$ cat config.mk
export PLATFORM = sky130hd
export DESIGN_NAME = io_settle_check
export DESIGN_NICKNAME = d
export VERILOG_FILES = /design/src/shared/io_settle_pkg.sv /design/src/design/io_settle_check.sv
export SDC_FILE = /design/constraint.sdc
export NUM_CORES = 1
export LEC_CHECK = 0
export BUFFER_PORTS_ARGS = -buffer_cell sky130_fd_sc_hd__buf_2
export CORE_MARGIN = 2
export CORE_UTILIZATION = 43
export CTS_CLUSTER_DIAMETER = 80
export DETAILED_ROUTE_END_ITERATION = 10
export HOLD_SLACK_MARGIN = 0.03
export SLEW_MARGIN = 0
export SYNTH_ARGS = -nofsm -noshare
export SYNTH_HDL_FRONTEND = slang
export SYNTH_SLANG_ARGS = --single-unit
$ cat constraint.sdc
create_clock -name MCLK -period 3.4 [get_ports MCLK]
set_input_delay 0.51 -clock MCLK [delete_from_list [all_inputs] [get_ports MCLK]]
set_output_delay 0.51 -clock MCLK [all_outputs]
set_load 0.03 [all_outputs]
$ cat src/shared/io_settle_pkg.sv
// Constants, register map and carrier types of the I/O pattern and settle check block.
// Assumes a single 100 MHz clock domain and an APB master that holds each request until ready.
// How it works
// - Wait-inputs command stalls until inputs match pattern
// - No further command runs while wait pending
// - Ternary digit per port: low, high, ignore
// - Missing leading digits are treated as low
// - Bad digit or too many digits: invalid-binary
// - Wait-for-end stalls until axis idle again
// - Servo: in window, settle countdown, then complete
// - Servo: leaving window reloads settle countdown
// - External-loop stepper behaves exactly like servo
// - Checking stepper: count down, then complete or abort
// - Closed-loop stepper: outside window starts correction move
// - Open-loop stepper never uses window checking
// - Window 0..2147483647, default 4, idle-only writes
// - Write-outputs: digit 0 off, 1 on, 2 keep
// - Output digits map port 8 down to 1
// - All write ports off after power-up
// - Bad output pattern: invalid-binary, outputs unchanged
package io_settle_pkg;
    localparam logic [7:0]  ADDR_CTRL     = 8'h00;
    localparam logic [7:0]  ADDR_CMD      = 8'h04;
    localparam logic [7:0]  ADDR_PATTERN  = 8'h08;
    localparam logic [7:0]  ADDR_WINDOW   = 8'h0C;
    localparam logic [7:0]  ADDR_SETTLE   = 8'h10;
    localparam logic [7:0]  ADDR_STATUS   = 8'h14;
    localparam logic [7:0]  ADDR_IRQ_STAT = 8'h18;
    localparam logic [7:0]  ADDR_IRQ_MASK = 8'h1C;
    localparam logic [7:0]  ADDR_OUTPORT  = 8'h20;
    localparam logic [7:0]  ADDR_INPORT   = 8'h24;

    localparam logic [31:0] WINDOW_RESET  = 32'h0000_0004;
    localparam logic [31:0] WINDOW_MAX    = 32'h7FFF_FFFF;
    localparam logic [31:0] SETTLE_RESET  = 32'h0000_0064;
    localparam logic [4:0]  PAT_DIGITS_MAX = 5'h08;
    localparam logic [1:0]  DIGIT_LOW     = 2'h0;
    localparam logic [1:0]  DIGIT_HIGH    = 2'h1;
    localparam logic [1:0]  DIGIT_ANY     = 2'h2;

    // Command codes written to ADDR_CMD
    localparam logic [2:0]  CMD_WAIT_IN   = 3'h1;
    localparam logic [2:0]  CMD_WAIT_END  = 3'h2;
    localparam logic [2:0]  CMD_WRITE_OUT = 3'h3;
    localparam logic [2:0]  CMD_SET_WIN   = 3'h4;

    // Sticky event bits
    localparam int EV_ACK      = 0;
    localparam int EV_INVALID  = 1;
    localparam int EV_RANGE    = 2;
    localparam int EV_COMPLETE = 3;
    localparam int EV_ABORT    = 4;
    localparam int EV_CORRECT  = 5;
    localparam int EV_BITS     = 6;

    typedef enum logic [2:0] {
        SERVO_MODE                 = 3'h0,
        OPEN_LOOP_STEPPER_MODE     = 3'h1,
        CHECKING_STEPPER_MODE      = 3'h2,
        EXTERNAL_LOOP_STEPPER_MODE = 3'h3,
        CLOSED_LOOP_STEPPER_MODE   = 3'h4
    } mode_t;

    typedef enum logic [3:0] {
        CMD_IDLE = 4'b0001,
        CMD_WAIT = 4'b0010,
        CMD_END  = 4'b0100,
        CMD_DONE = 4'b1000
    } cmd_state_t;

    typedef enum logic [2:0] {
        ST_IDLE   = 3'b001,
        ST_MOVING = 3'b010,
        ST_SETTLE = 3'b100
    } settle_state_t;

    // Ternary pattern: two bits per digit, digit 7 is port 8
    typedef struct packed {
        logic [4:0]  count;
        logic [15:0] digits;
    } pattern_t;

    typedef struct packed {
        logic        [31:0] actual;
        logic        [31:0] command;
    } position_t;
endpackage

$ cat src/design/io_settle_check.sv
// Per-axis I/O pattern handling and end-of-move settle checking, APB slave.
// Assumes synchronous field inputs and a motion core that pulses MOVE_DONE at trajectory end.
module io_settle_check (
    input  wire logic                    MCLK,
    input  wire logic                    RST_N,
    input  wire logic                    PSEL,
    input  wire logic                    PENABLE,
    input  wire logic                    PWRITE,
    input  wire logic [7:0]              PADDR,
    input  wire logic [31:0]             PWDATA,
    output logic      [31:0]             PRDATA,
    output logic                         PREADY,
    output logic                         PSLVERR,
    input  wire logic [7:0]              READ_PORT,
    output logic      [7:0]              WRITE_PORT,
    input  wire io_settle_pkg::position_t POSITION,
    input  wire logic                    MOVE_DONE,
    input  wire logic                    DELAY_BUSY,
    output logic                         CORRECT_MOVE,
    output logic                         MOVE_ABORT,
    output logic                         IRQ
);
    io_settle_pkg::mode_t         mode;
    io_settle_pkg::cmd_state_t    cmd_state;
    io_settle_pkg::settle_state_t settle_state;
    io_settle_pkg::pattern_t      pattern;
    logic [31:0]                  settle_window;
    logic [31:0]                  settling_time;
    logic [31:0]                  settle_count;
    logic [io_settle_pkg::EV_BITS-1:0] irq_stat;
    logic [io_settle_pkg::EV_BITS-1:0] irq_mask;
    logic [io_settle_pkg::EV_BITS-1:0] ev;
    logic [2:0]                   cmd_code;
    logic                         wr;
    logic                         rd;
    logic                         pat_valid;
    logic                         in_match;
    logic [7:0]                   next_out;
    logic                         in_window;
    logic [31:0]                  diff;
    logic [31:0]                  abs_diff;
    logic                         axis_idle;
    logic                         uses_window;

    assign wr      = PSEL && PENABLE && PWRITE;
    assign rd      = PSEL && PENABLE && !PWRITE;
    assign PREADY  = 1'b1;
    assign PSLVERR = 1'b0;
    assign IRQ     = |(irq_stat & irq_mask);
    assign axis_idle = (settle_state == io_settle_pkg::ST_IDLE) && !DELAY_BUSY;

    // Pattern check: valid digits only, digits beyond count read as low
    always_comb begin
        pat_valid = (pattern.count <= io_settle_pkg::PAT_DIGITS_MAX);
        in_match  = 1'b1;
        next_out  = WRITE_PORT;
        for (int i = 0; i < 8; i++) begin
            logic [1:0] d;
            d = pattern.digits[2*i +: 2];
            if (i >= int'(pattern.count)) begin
                d = io_settle_pkg::DIGIT_LOW;
            end
            if (d == 2'h3) begin
                pat_valid = 1'b0;
            end
            if (d == io_settle_pkg::DIGIT_LOW && READ_PORT[i]) begin
                in_match = 1'b0;
            end
            if (d == io_settle_pkg::DIGIT_HIGH && !READ_PORT[i]) begin
                in_match = 1'b0;
            end
            // Digit i drives write port i+1, so digit 7 is port 8
            if (d == io_settle_pkg::DIGIT_LOW) begin
                next_out[i] = 1'b0;
            end else if (d == io_settle_pkg::DIGIT_HIGH) begin
                next_out[i] = 1'b1;
            end
        end
    end

    // Inclusive, symmetric window test on signed difference
    always_comb begin
        diff      = POSITION.actual - POSITION.command;
        abs_diff  = diff[31] ? (32'h0 - diff) : diff;
        in_window = (abs_diff <= settle_window);
    end

    assign uses_window = (mode != io_settle_pkg::OPEN_LOOP_STEPPER_MODE);

    // Command sequencer: one command at a time; writes to CMD while busy are dropped
    always_comb begin
        ev = '0;
        cmd_code = PWDATA[2:0];
        if (wr && PADDR == io_settle_pkg::ADDR_CMD && cmd_state == io_settle_pkg::CMD_IDLE) begin
            if ((cmd_code == io_settle_pkg::CMD_WAIT_IN || cmd_code == io_settle_pkg::CMD_WRITE_OUT)
                && !pat_valid) begin
                ev[io_settle_pkg::EV_INVALID] = 1'b1;
            end
        end
        if (cmd_state == io_settle_pkg::CMD_DONE) begin
            ev[io_settle_pkg::EV_ACK] = 1'b1;
        end
        if (wr && PADDR == io_settle_pkg::ADDR_WINDOW &&
            (PWDATA > io_settle_pkg::WINDOW_MAX || !axis_idle)) begin
            ev[io_settle_pkg::EV_RANGE] = 1'b1;
        end
        if (settle_state == io_settle_pkg::ST_SETTLE && settle_count == 32'h0) begin
            if (in_window) begin
                ev[io_settle_pkg::EV_COMPLETE] = 1'b1;
            end else if (mode == io_settle_pkg::CHECKING_STEPPER_MODE) begin
                ev[io_settle_pkg::EV_ABORT] = 1'b1;
            end else if (mode == io_settle_pkg::CLOSED_LOOP_STEPPER_MODE) begin
                ev[io_settle_pkg::EV_CORRECT] = 1'b1;
            end
        end
    end

    always_ff @(posedge MCLK or negedge RST_N) begin
        if (!RST_N) begin
            cmd_state <= io_settle_pkg::CMD_IDLE;
        end else begin
            case (cmd_state)
                io_settle_pkg::CMD_IDLE: begin
                    if (wr && PADDR == io_settle_pkg::ADDR_CMD) begin
                        case (cmd_code)
                            io_settle_pkg::CMD_WAIT_IN:
                                cmd_state <= pat_valid ? io_settle_pkg::CMD_WAIT
                                                       : io_settle_pkg::CMD_IDLE;
                            io_settle_pkg::CMD_WAIT_END:
                                cmd_state <= io_settle_pkg::CMD_END;
                            io_settle_pkg::CMD_WRITE_OUT:
                                cmd_state <= pat_valid ? io_settle_pkg::CMD_DONE
                                                       : io_settle_pkg::CMD_IDLE;
                            default:
                                cmd_state <= io_settle_pkg::CMD_IDLE;
                        endcase
                    end
                end
                io_settle_pkg::CMD_WAIT: begin
                    if (in_match) begin
                        cmd_state <= io_settle_pkg::CMD_DONE;
                    end
                end
                io_settle_pkg::CMD_END: begin
                    // Held in a MOVE_DONE cycle so a just-ended move is seen settling
                    if (axis_idle && !MOVE_DONE) begin
                        cmd_state <= io_settle_pkg::CMD_DONE;
                    end
                end
                io_settle_pkg::CMD_DONE: cmd_state <= io_settle_pkg::CMD_IDLE;
                default: cmd_state <= io_settle_pkg::CMD_IDLE;
            endcase
        end
    end

    // Write ports: off at reset, masked update only on a valid pattern
    always_ff @(posedge MCLK or negedge RST_N) begin
        if (!RST_N) begin
            WRITE_PORT <= 8'h00;
        end else if (wr && PADDR == io_settle_pkg::ADDR_CMD &&
                     cmd_state == io_settle_pkg::CMD_IDLE &&
                     cmd_code == io_settle_pkg::CMD_WRITE_OUT && pat_valid) begin
            WRITE_PORT <= next_out;
        end
    end

    // Configuration registers; pattern frozen while a command uses it
    always_ff @(posedge MCLK or negedge RST_N) begin
        if (!RST_N) begin
            mode          <= io_settle_pkg::SERVO_MODE;
            pattern       <= '0;
            settle_window <= io_settle_pkg::WINDOW_RESET;
            settling_time <= io_settle_pkg::SETTLE_RESET;
            irq_mask      <= '0;
        end else if (wr) begin
            case (PADDR)
                io_settle_pkg::ADDR_CTRL: begin
                    if (axis_idle) begin
                        mode <= io_settle_pkg::mode_t'(PWDATA[2:0]);
                    end
                end
                io_settle_pkg::ADDR_PATTERN: begin
                    if (cmd_state == io_settle_pkg::CMD_IDLE) begin
                        pattern <= io_settle_pkg::pattern_t'(PWDATA[20:0]);
                    end
                end
                io_settle_pkg::ADDR_WINDOW: begin
                    if (axis_idle && PWDATA <= io_settle_pkg::WINDOW_MAX) begin
                        settle_window <= PWDATA;
                    end
                end
                io_settle_pkg::ADDR_SETTLE:   settling_time <= PWDATA;
                io_settle_pkg::ADDR_IRQ_MASK: irq_mask <= PWDATA[io_settle_pkg::EV_BITS-1:0];
                default: ;
            endcase
        end
    end

    // Settle state machine
    always_ff @(posedge MCLK or negedge RST_N) begin
        if (!RST_N) begin
            settle_state <= io_settle_pkg::ST_IDLE;
            settle_count <= 32'h0;
            CORRECT_MOVE <= 1'b0;
            MOVE_ABORT   <= 1'b0;
        end else begin
            CORRECT_MOVE <= 1'b0;
            MOVE_ABORT   <= 1'b0;
            case (settle_state)
                io_settle_pkg::ST_IDLE: begin
                    if (MOVE_DONE) begin
                        settle_state <= uses_window ? io_settle_pkg::ST_SETTLE
                                                    : io_settle_pkg::ST_IDLE;
                        settle_count <= settling_time;
                    end
                end
                io_settle_pkg::ST_MOVING: begin
                    // Correction move in progress until the core reports its end
                    if (MOVE_DONE) begin
                        settle_state <= io_settle_pkg::ST_SETTLE;
                        settle_count <= settling_time;
                    end
                end
                io_settle_pkg::ST_SETTLE: begin
                    if (mode == io_settle_pkg::SERVO_MODE ||
                        mode == io_settle_pkg::EXTERNAL_LOOP_STEPPER_MODE) begin
                        if (!in_window) begin
                            settle_count <= settling_time;
                        end else if (settle_count == 32'h0) begin
                            settle_state <= io_settle_pkg::ST_IDLE;
                        end else begin
                            settle_count <= settle_count - 32'h1;
                        end
                    end else if (settle_count != 32'h0) begin
                        settle_count <= settle_count - 32'h1;
                    end else if (in_window) begin
                        settle_state <= io_settle_pkg::ST_IDLE;
                    end else if (mode == io_settle_pkg::CLOSED_LOOP_STEPPER_MODE) begin
                        settle_state <= io_settle_pkg::ST_MOVING;
                        CORRECT_MOVE <= 1'b1;
                    end else begin
                        settle_state <= io_settle_pkg::ST_IDLE;
                        MOVE_ABORT   <= 1'b1;
                    end
                end
                default: settle_state <= io_settle_pkg::ST_IDLE;
            endcase
        end
    end

    // Sticky status; a read clears only the bits it reported, so an event
    // raised between setup and access is kept, and a same-cycle event wins
    always_ff @(posedge MCLK or negedge RST_N) begin
        if (!RST_N) begin
            irq_stat <= '0;
        end else if (rd && PADDR == io_settle_pkg::ADDR_IRQ_STAT) begin
            irq_stat <= (irq_stat & ~PRDATA[io_settle_pkg::EV_BITS-1:0]) | ev;
        end else begin
            irq_stat <= irq_stat | ev;
        end
    end

    // Read data registered on the setup cycle; zero-wait so PREADY is constant
    always_ff @(posedge MCLK or negedge RST_N) begin
        if (!RST_N) begin
            PRDATA <= 32'h0;
        end else if (PSEL && !PENABLE && !PWRITE) begin
            case (PADDR)
                io_settle_pkg::ADDR_CTRL:     PRDATA <= {29'h0, mode};
                io_settle_pkg::ADDR_PATTERN:  PRDATA <= {11'h0, pattern};
                io_settle_pkg::ADDR_WINDOW:   PRDATA <= settle_window;
                io_settle_pkg::ADDR_SETTLE:   PRDATA <= settling_time;
                io_settle_pkg::ADDR_STATUS:   PRDATA <= {25'h0, in_window, in_match,
                                                         settle_state, 1'b0,
                                                         cmd_state == io_settle_pkg::CMD_IDLE};
                io_settle_pkg::ADDR_IRQ_STAT: PRDATA <= {26'h0, irq_stat};
                io_settle_pkg::ADDR_IRQ_MASK: PRDATA <= {26'h0, irq_mask};
                io_settle_pkg::ADDR_OUTPORT:  PRDATA <= {24'h0, WRITE_PORT};
                io_settle_pkg::ADDR_INPORT:   PRDATA <= {24'h0, READ_PORT};
                default:                      PRDATA <= 32'h0;
            endcase
        end
    end
endmodule

==> results.md <==
- Post-synthesis sequential area ratio: 36.6%
- Simple-Gate Fraction of Synth Area: 17.3%
- Switching Fraction: 34.4%
- Drc violations: 0
- Warnings, synthesis: 0
- Internal: 0.00514 W
- Largest family of logic cells by synthesized area: compound AO/OA/AOI/OAI gates
- Final WL: 39.4 mm
- CTS tree: done
- Post-Synth Adder-Cell Area: 6.72%
- Compound-cell area share of the yosys netlist: 20.5%
- First-pass GRT wire length: 62.7 mm
- Max Freq: 194 MHz
- Mapped Cells: 1,356
- Vias per cell: 5.57
- Detail Route Antenna Nets: 0
- Iter 0 DRT Violations: 1,006
- Area of the multi-input gates: 7900 µm²
- Post-Syn Area: 12,400 µm²
- Crit path arrival time: 5.49 ns
- Worst Path Class, Setup: in2reg
- Final Power: 0.00784 W
- Final net count: 1,912
- Yosys top cell area share: 35.3%
- RSZ-0062 raised after global routing: true
- Worst Setup End Kind: flip-flop
- PortBufs: 161
- Ys async rst share: 100%
- Combinational power share: 40.6%
- Die width: 174 µm
- Reg area: 4540 µm²
- Syn_nets: 1,541
- GRT overflow: 0
- PD cells: 469 nW/µm²
- Final worst setup slack: -1.76 ns
- Pre-CTS WS: -2.54 ns
- CTS clk-pin slew, worst paths: 0.07 ns
- Initial Util: 43.4%
- GPL Wtd Cong: 0.933
- Die area: 30,200 µm²
- Pin count of the biggest net entering global routing: 81
- Row count: 62
- Final setup viols: 41
- Top cells by area, synth: dfrtp_1 35%, mux2_2 8.9%, ha_1 6.6%, nand2_1 3.4%, o21ai_0 3.1%
- Clock sinks: 181
- CP Data Required Time: 3.73 ns
- Failing checks: setup timing
- Initial antenna violation count: 6
- Leading area contributor after synthesis: dfrtp_1
- Post-synth EDFFs: 0
- HP Class: in2async
- Num ports: 164
- Total Neg Setup Slack: -68.07 ns
- Register bit total from synthesis: 181
- Sequential Power Share: 32.4%
- Avg Inst Size Synth: 9.14 µm²
- Mux contribution to synthesized area: 9.71%
- Worst-Skew Late Latency: 0.44 ns
- Met3 Use GR: 5.20%
- Share of cells above drive strength 1: 38.3%
- Clk_skew: 0.0108 ns
- XOR/XNOR Fraction of Synth Area: 4.17%
- Startpoint types: primary input
- Final Max Slew Viols: 0
- Layout Utilization: 58.6%
- WL/cell: 18.5 µm
- CTS root buf: clkbuf_16
- M2 GR Usage: 43.5%
- Headroom to the max-slew limit: 48.5%
- Outcome: finished with violations
- Synth-to-layout area growth: 34.9%
- Grt met1 use: 34.1%
- Vias in the first global route: 11,693
- Clk pwr share: 27.0%
- Htree depth: 4
- GRT Total Usage: 26.1%
- P_leak: 7.90 nW
- Least-Margin Pin Slew: 0.773 ns
- Layout fillers: 2,630
- Max Cap Viol: 0
- Bufs on Longest Clock Path: 2
- Fin crit period: 5.16 ns
- WHS: 0.0976 ns
- Grt peak-use layer: met2
- Net Sw Power: 0.00270 W
- Post-synth top flop: dfrtp_1
- Final hold vios: 0
- Cts bufs inserted: 17
- Core area: 28,500 µm²
- Yosys cell types: 92
- Final HPWL DP: 30.0 mm
- Maximum vdd drop: 0.313 mV
- 1st-pass router iterations: 6
- Die Height: 174 µm
- CP Max Fanout: 10
- Final Cycle Share: 152%
- Vias: 11,851
==> power by group through the flow <==
stage | registers (W) | logic (W) | clock network [W]
2_1_floorplan | 0.00251 | 0.00181 | 0
3_3_place_gp | 0.00256 | 0.00277 | 0
3_5_place_dp | 0.00256 | 0.00283 | 0
4_1_cts | 0.00253 | 0.00303 | 0.00214
5_1_grt | 0.00257 | 0.00352 | 0.00222
6_report | 0.00254 | 0.00319 | 0.00212
==> critical path, stage by stage <==
cell	delay, ns
buf_2	0.07
inv_1	0.03
ha_1	0.29
buf_4	0.15
a21oi_4	0.16
o21ai_2	0.09
a221o_1	0.35
nor3_4	0.26
o311ai_2	0.14
a21o_1	0.19
a21oi_2	0.16
xnor2_2	0.09
buf_4	0.14
buf_12	0.13
buf_6	0.14
a21oi_1	0.16
xnor2_1	0.15
ha_1	0.27
a21o_1	0.16
a21o_1	0.16
a21oi_1	0.23
o21ai_2	0.10
a2111oi_4	0.30
a21oi_4	0.20
nor2_4	0.30
mux2_4	0.33
o22a_1	0.19
==> cells in the mapped netlist, types with 9 or more instances <==
library cell,number
nor3_1,40
a222oi_1,19
clkbuf_1,32
or3_1,18
buf_2,13
dfrtp_1,175
a22oi_1,34
a211oi_1,9
o21ai_0,78
a22o_1,9
nand2b_1,18
nand3_1,41
xnor2_1,35
mux2_2,98
xor2_1,24
nand2_1,111
nor2b_1,11
and3_1,12
inv_1,97
nor4_1,9
a21o_1,17
o211ai_1,13
nand4_1,17
ha_1,65
nor2_1,92
mux2i_1,10
a31oi_1,15
a21oi_1,74
==> what timing repair did <==
| action | in CTS | in global routing |
|---|---|---|
| hold buffers | 0 | 0 |
| endpoints found under the setup margin | 41 | 41 |
| buffers inserted | 17 | 10 |
| cloned | 5 | 1 |
| pin swaps | 27 | 29 |
| resized for setup | 66 | 44 |
==> metrics by stage <==
stage          area, µm²  cells
3_3_place_gp       15300   2061
3_5_place_dp       15300   2061
2_1_floorplan      12600   1356
4_1_cts            16400   2113
5_1_grt            16700   2125
6_report           16700   2128
==> metal layers <==
metal	wire length (µm)	vias up	share of wire [%]
met5	27	-	0.068
met4	975	4	2.5
met3	2220	63	5.6
met2	19300	324	49
met1	16900	5703	43
li1	-	5757	-
==> registers in the layout, summed over array words and instances, names as in the netlist <==
name,cells
settling_time,32
pattern,21
cmd_state,4
irq_mask,6
settle_count,32
settle_state,3
settle_window,32
irq_stat,6
WRITE_PORT,8
MOVE_ABORT,1
mode,3
PRDATA,32
CORRECT_MOVE,1
==> cell families after synthesis <==
logic type / after synthesis
AO/OA/AOI/OAI: 366
XOR/XNOR: 59
adder cells (fa/ha/maj): 66
multiplexers: 108
buffers and inverters: 154
AND/OR/NAND/NOR: 420
flip-flops: 181
other: 2
==> layout by cell type, fill, tap and decap left out, drive strengths merged, types with 7 or more instances in the layout <==
| cell | instances |
|---|---|
| mux2i | 10 |
| o211ai | 13 |
| a211oi | 10 |
| a21oi | 75 |
| xor2 | 24 |
| or2 | 10 |
| ha | 65 |
| and3 | 12 |
| a22o | 9 |
| nor2 | 93 |
| o22ai | 8 |
| nor2b | 12 |
| nand2b | 18 |
| mux2 | 98 |
| and2 | 8 |
| buf | 404 |
| a31oi | 15 |
| o31ai | 7 |
| or3 | 18 |
| xnor2 | 35 |
| nand2 | 111 |
| clkbuf | 21 |
| nor4 | 9 |
| a22oi | 34 |
| o32ai | 9 |
| nand3 | 41 |
| nor3 | 44 |
| a21o | 17 |
| inv | 100 |
| a222oi | 19 |
| nand4 | 17 |
| o21ai | 80 |
| dfrtp | 175 |
==> worst paths after layout <==
| check | startpoint | to | slack, ns | depth (start not counted) |
|---|---|---|---|---|
| setup / recovery | POSITION[16] | settle_count[2]$_DFFE_PN0P_ | -1.76 | 27 |
| hold / removal | RST_N | settle_state[2]$_DFFE_PN0P_ | 0.1 | 1 |
| setup reg to reg | pattern[19]$_DFFE_PN0P_ | WRITE_PORT[1]$_DFFE_PN0P_ | 0.30 | 10 |
| hold reg to reg | PRDATA[10]$_DFFE_PN0P_ | PRDATA[10]$_DFFE_PN0P_ | 0.48 | 2 |
| max in group asynchronous | RST_N | PRDATA[29]$_DFFE_PN0P_ | 2.44 | 2 |
| min in group MCLK | MOVE_DONE | settle_state[1]$_DFFE_PN0P_ | 0.32 | 2 |
==> layout make-up <==
cell class                      instances  area share [%]
Multi-Input combinational cell       1024            47.2
Sequential cell                       181            27.1
Timing Repair Buffer                  406            16.7
Tap cell                              384            2.87
Clock buffer                           20            2.67
Inverter                               97            2.25
Clock inverter                         12            1.06
Antenna cell                            4          0.0599
Note: power is estimated with default switching activity, not from simulation.
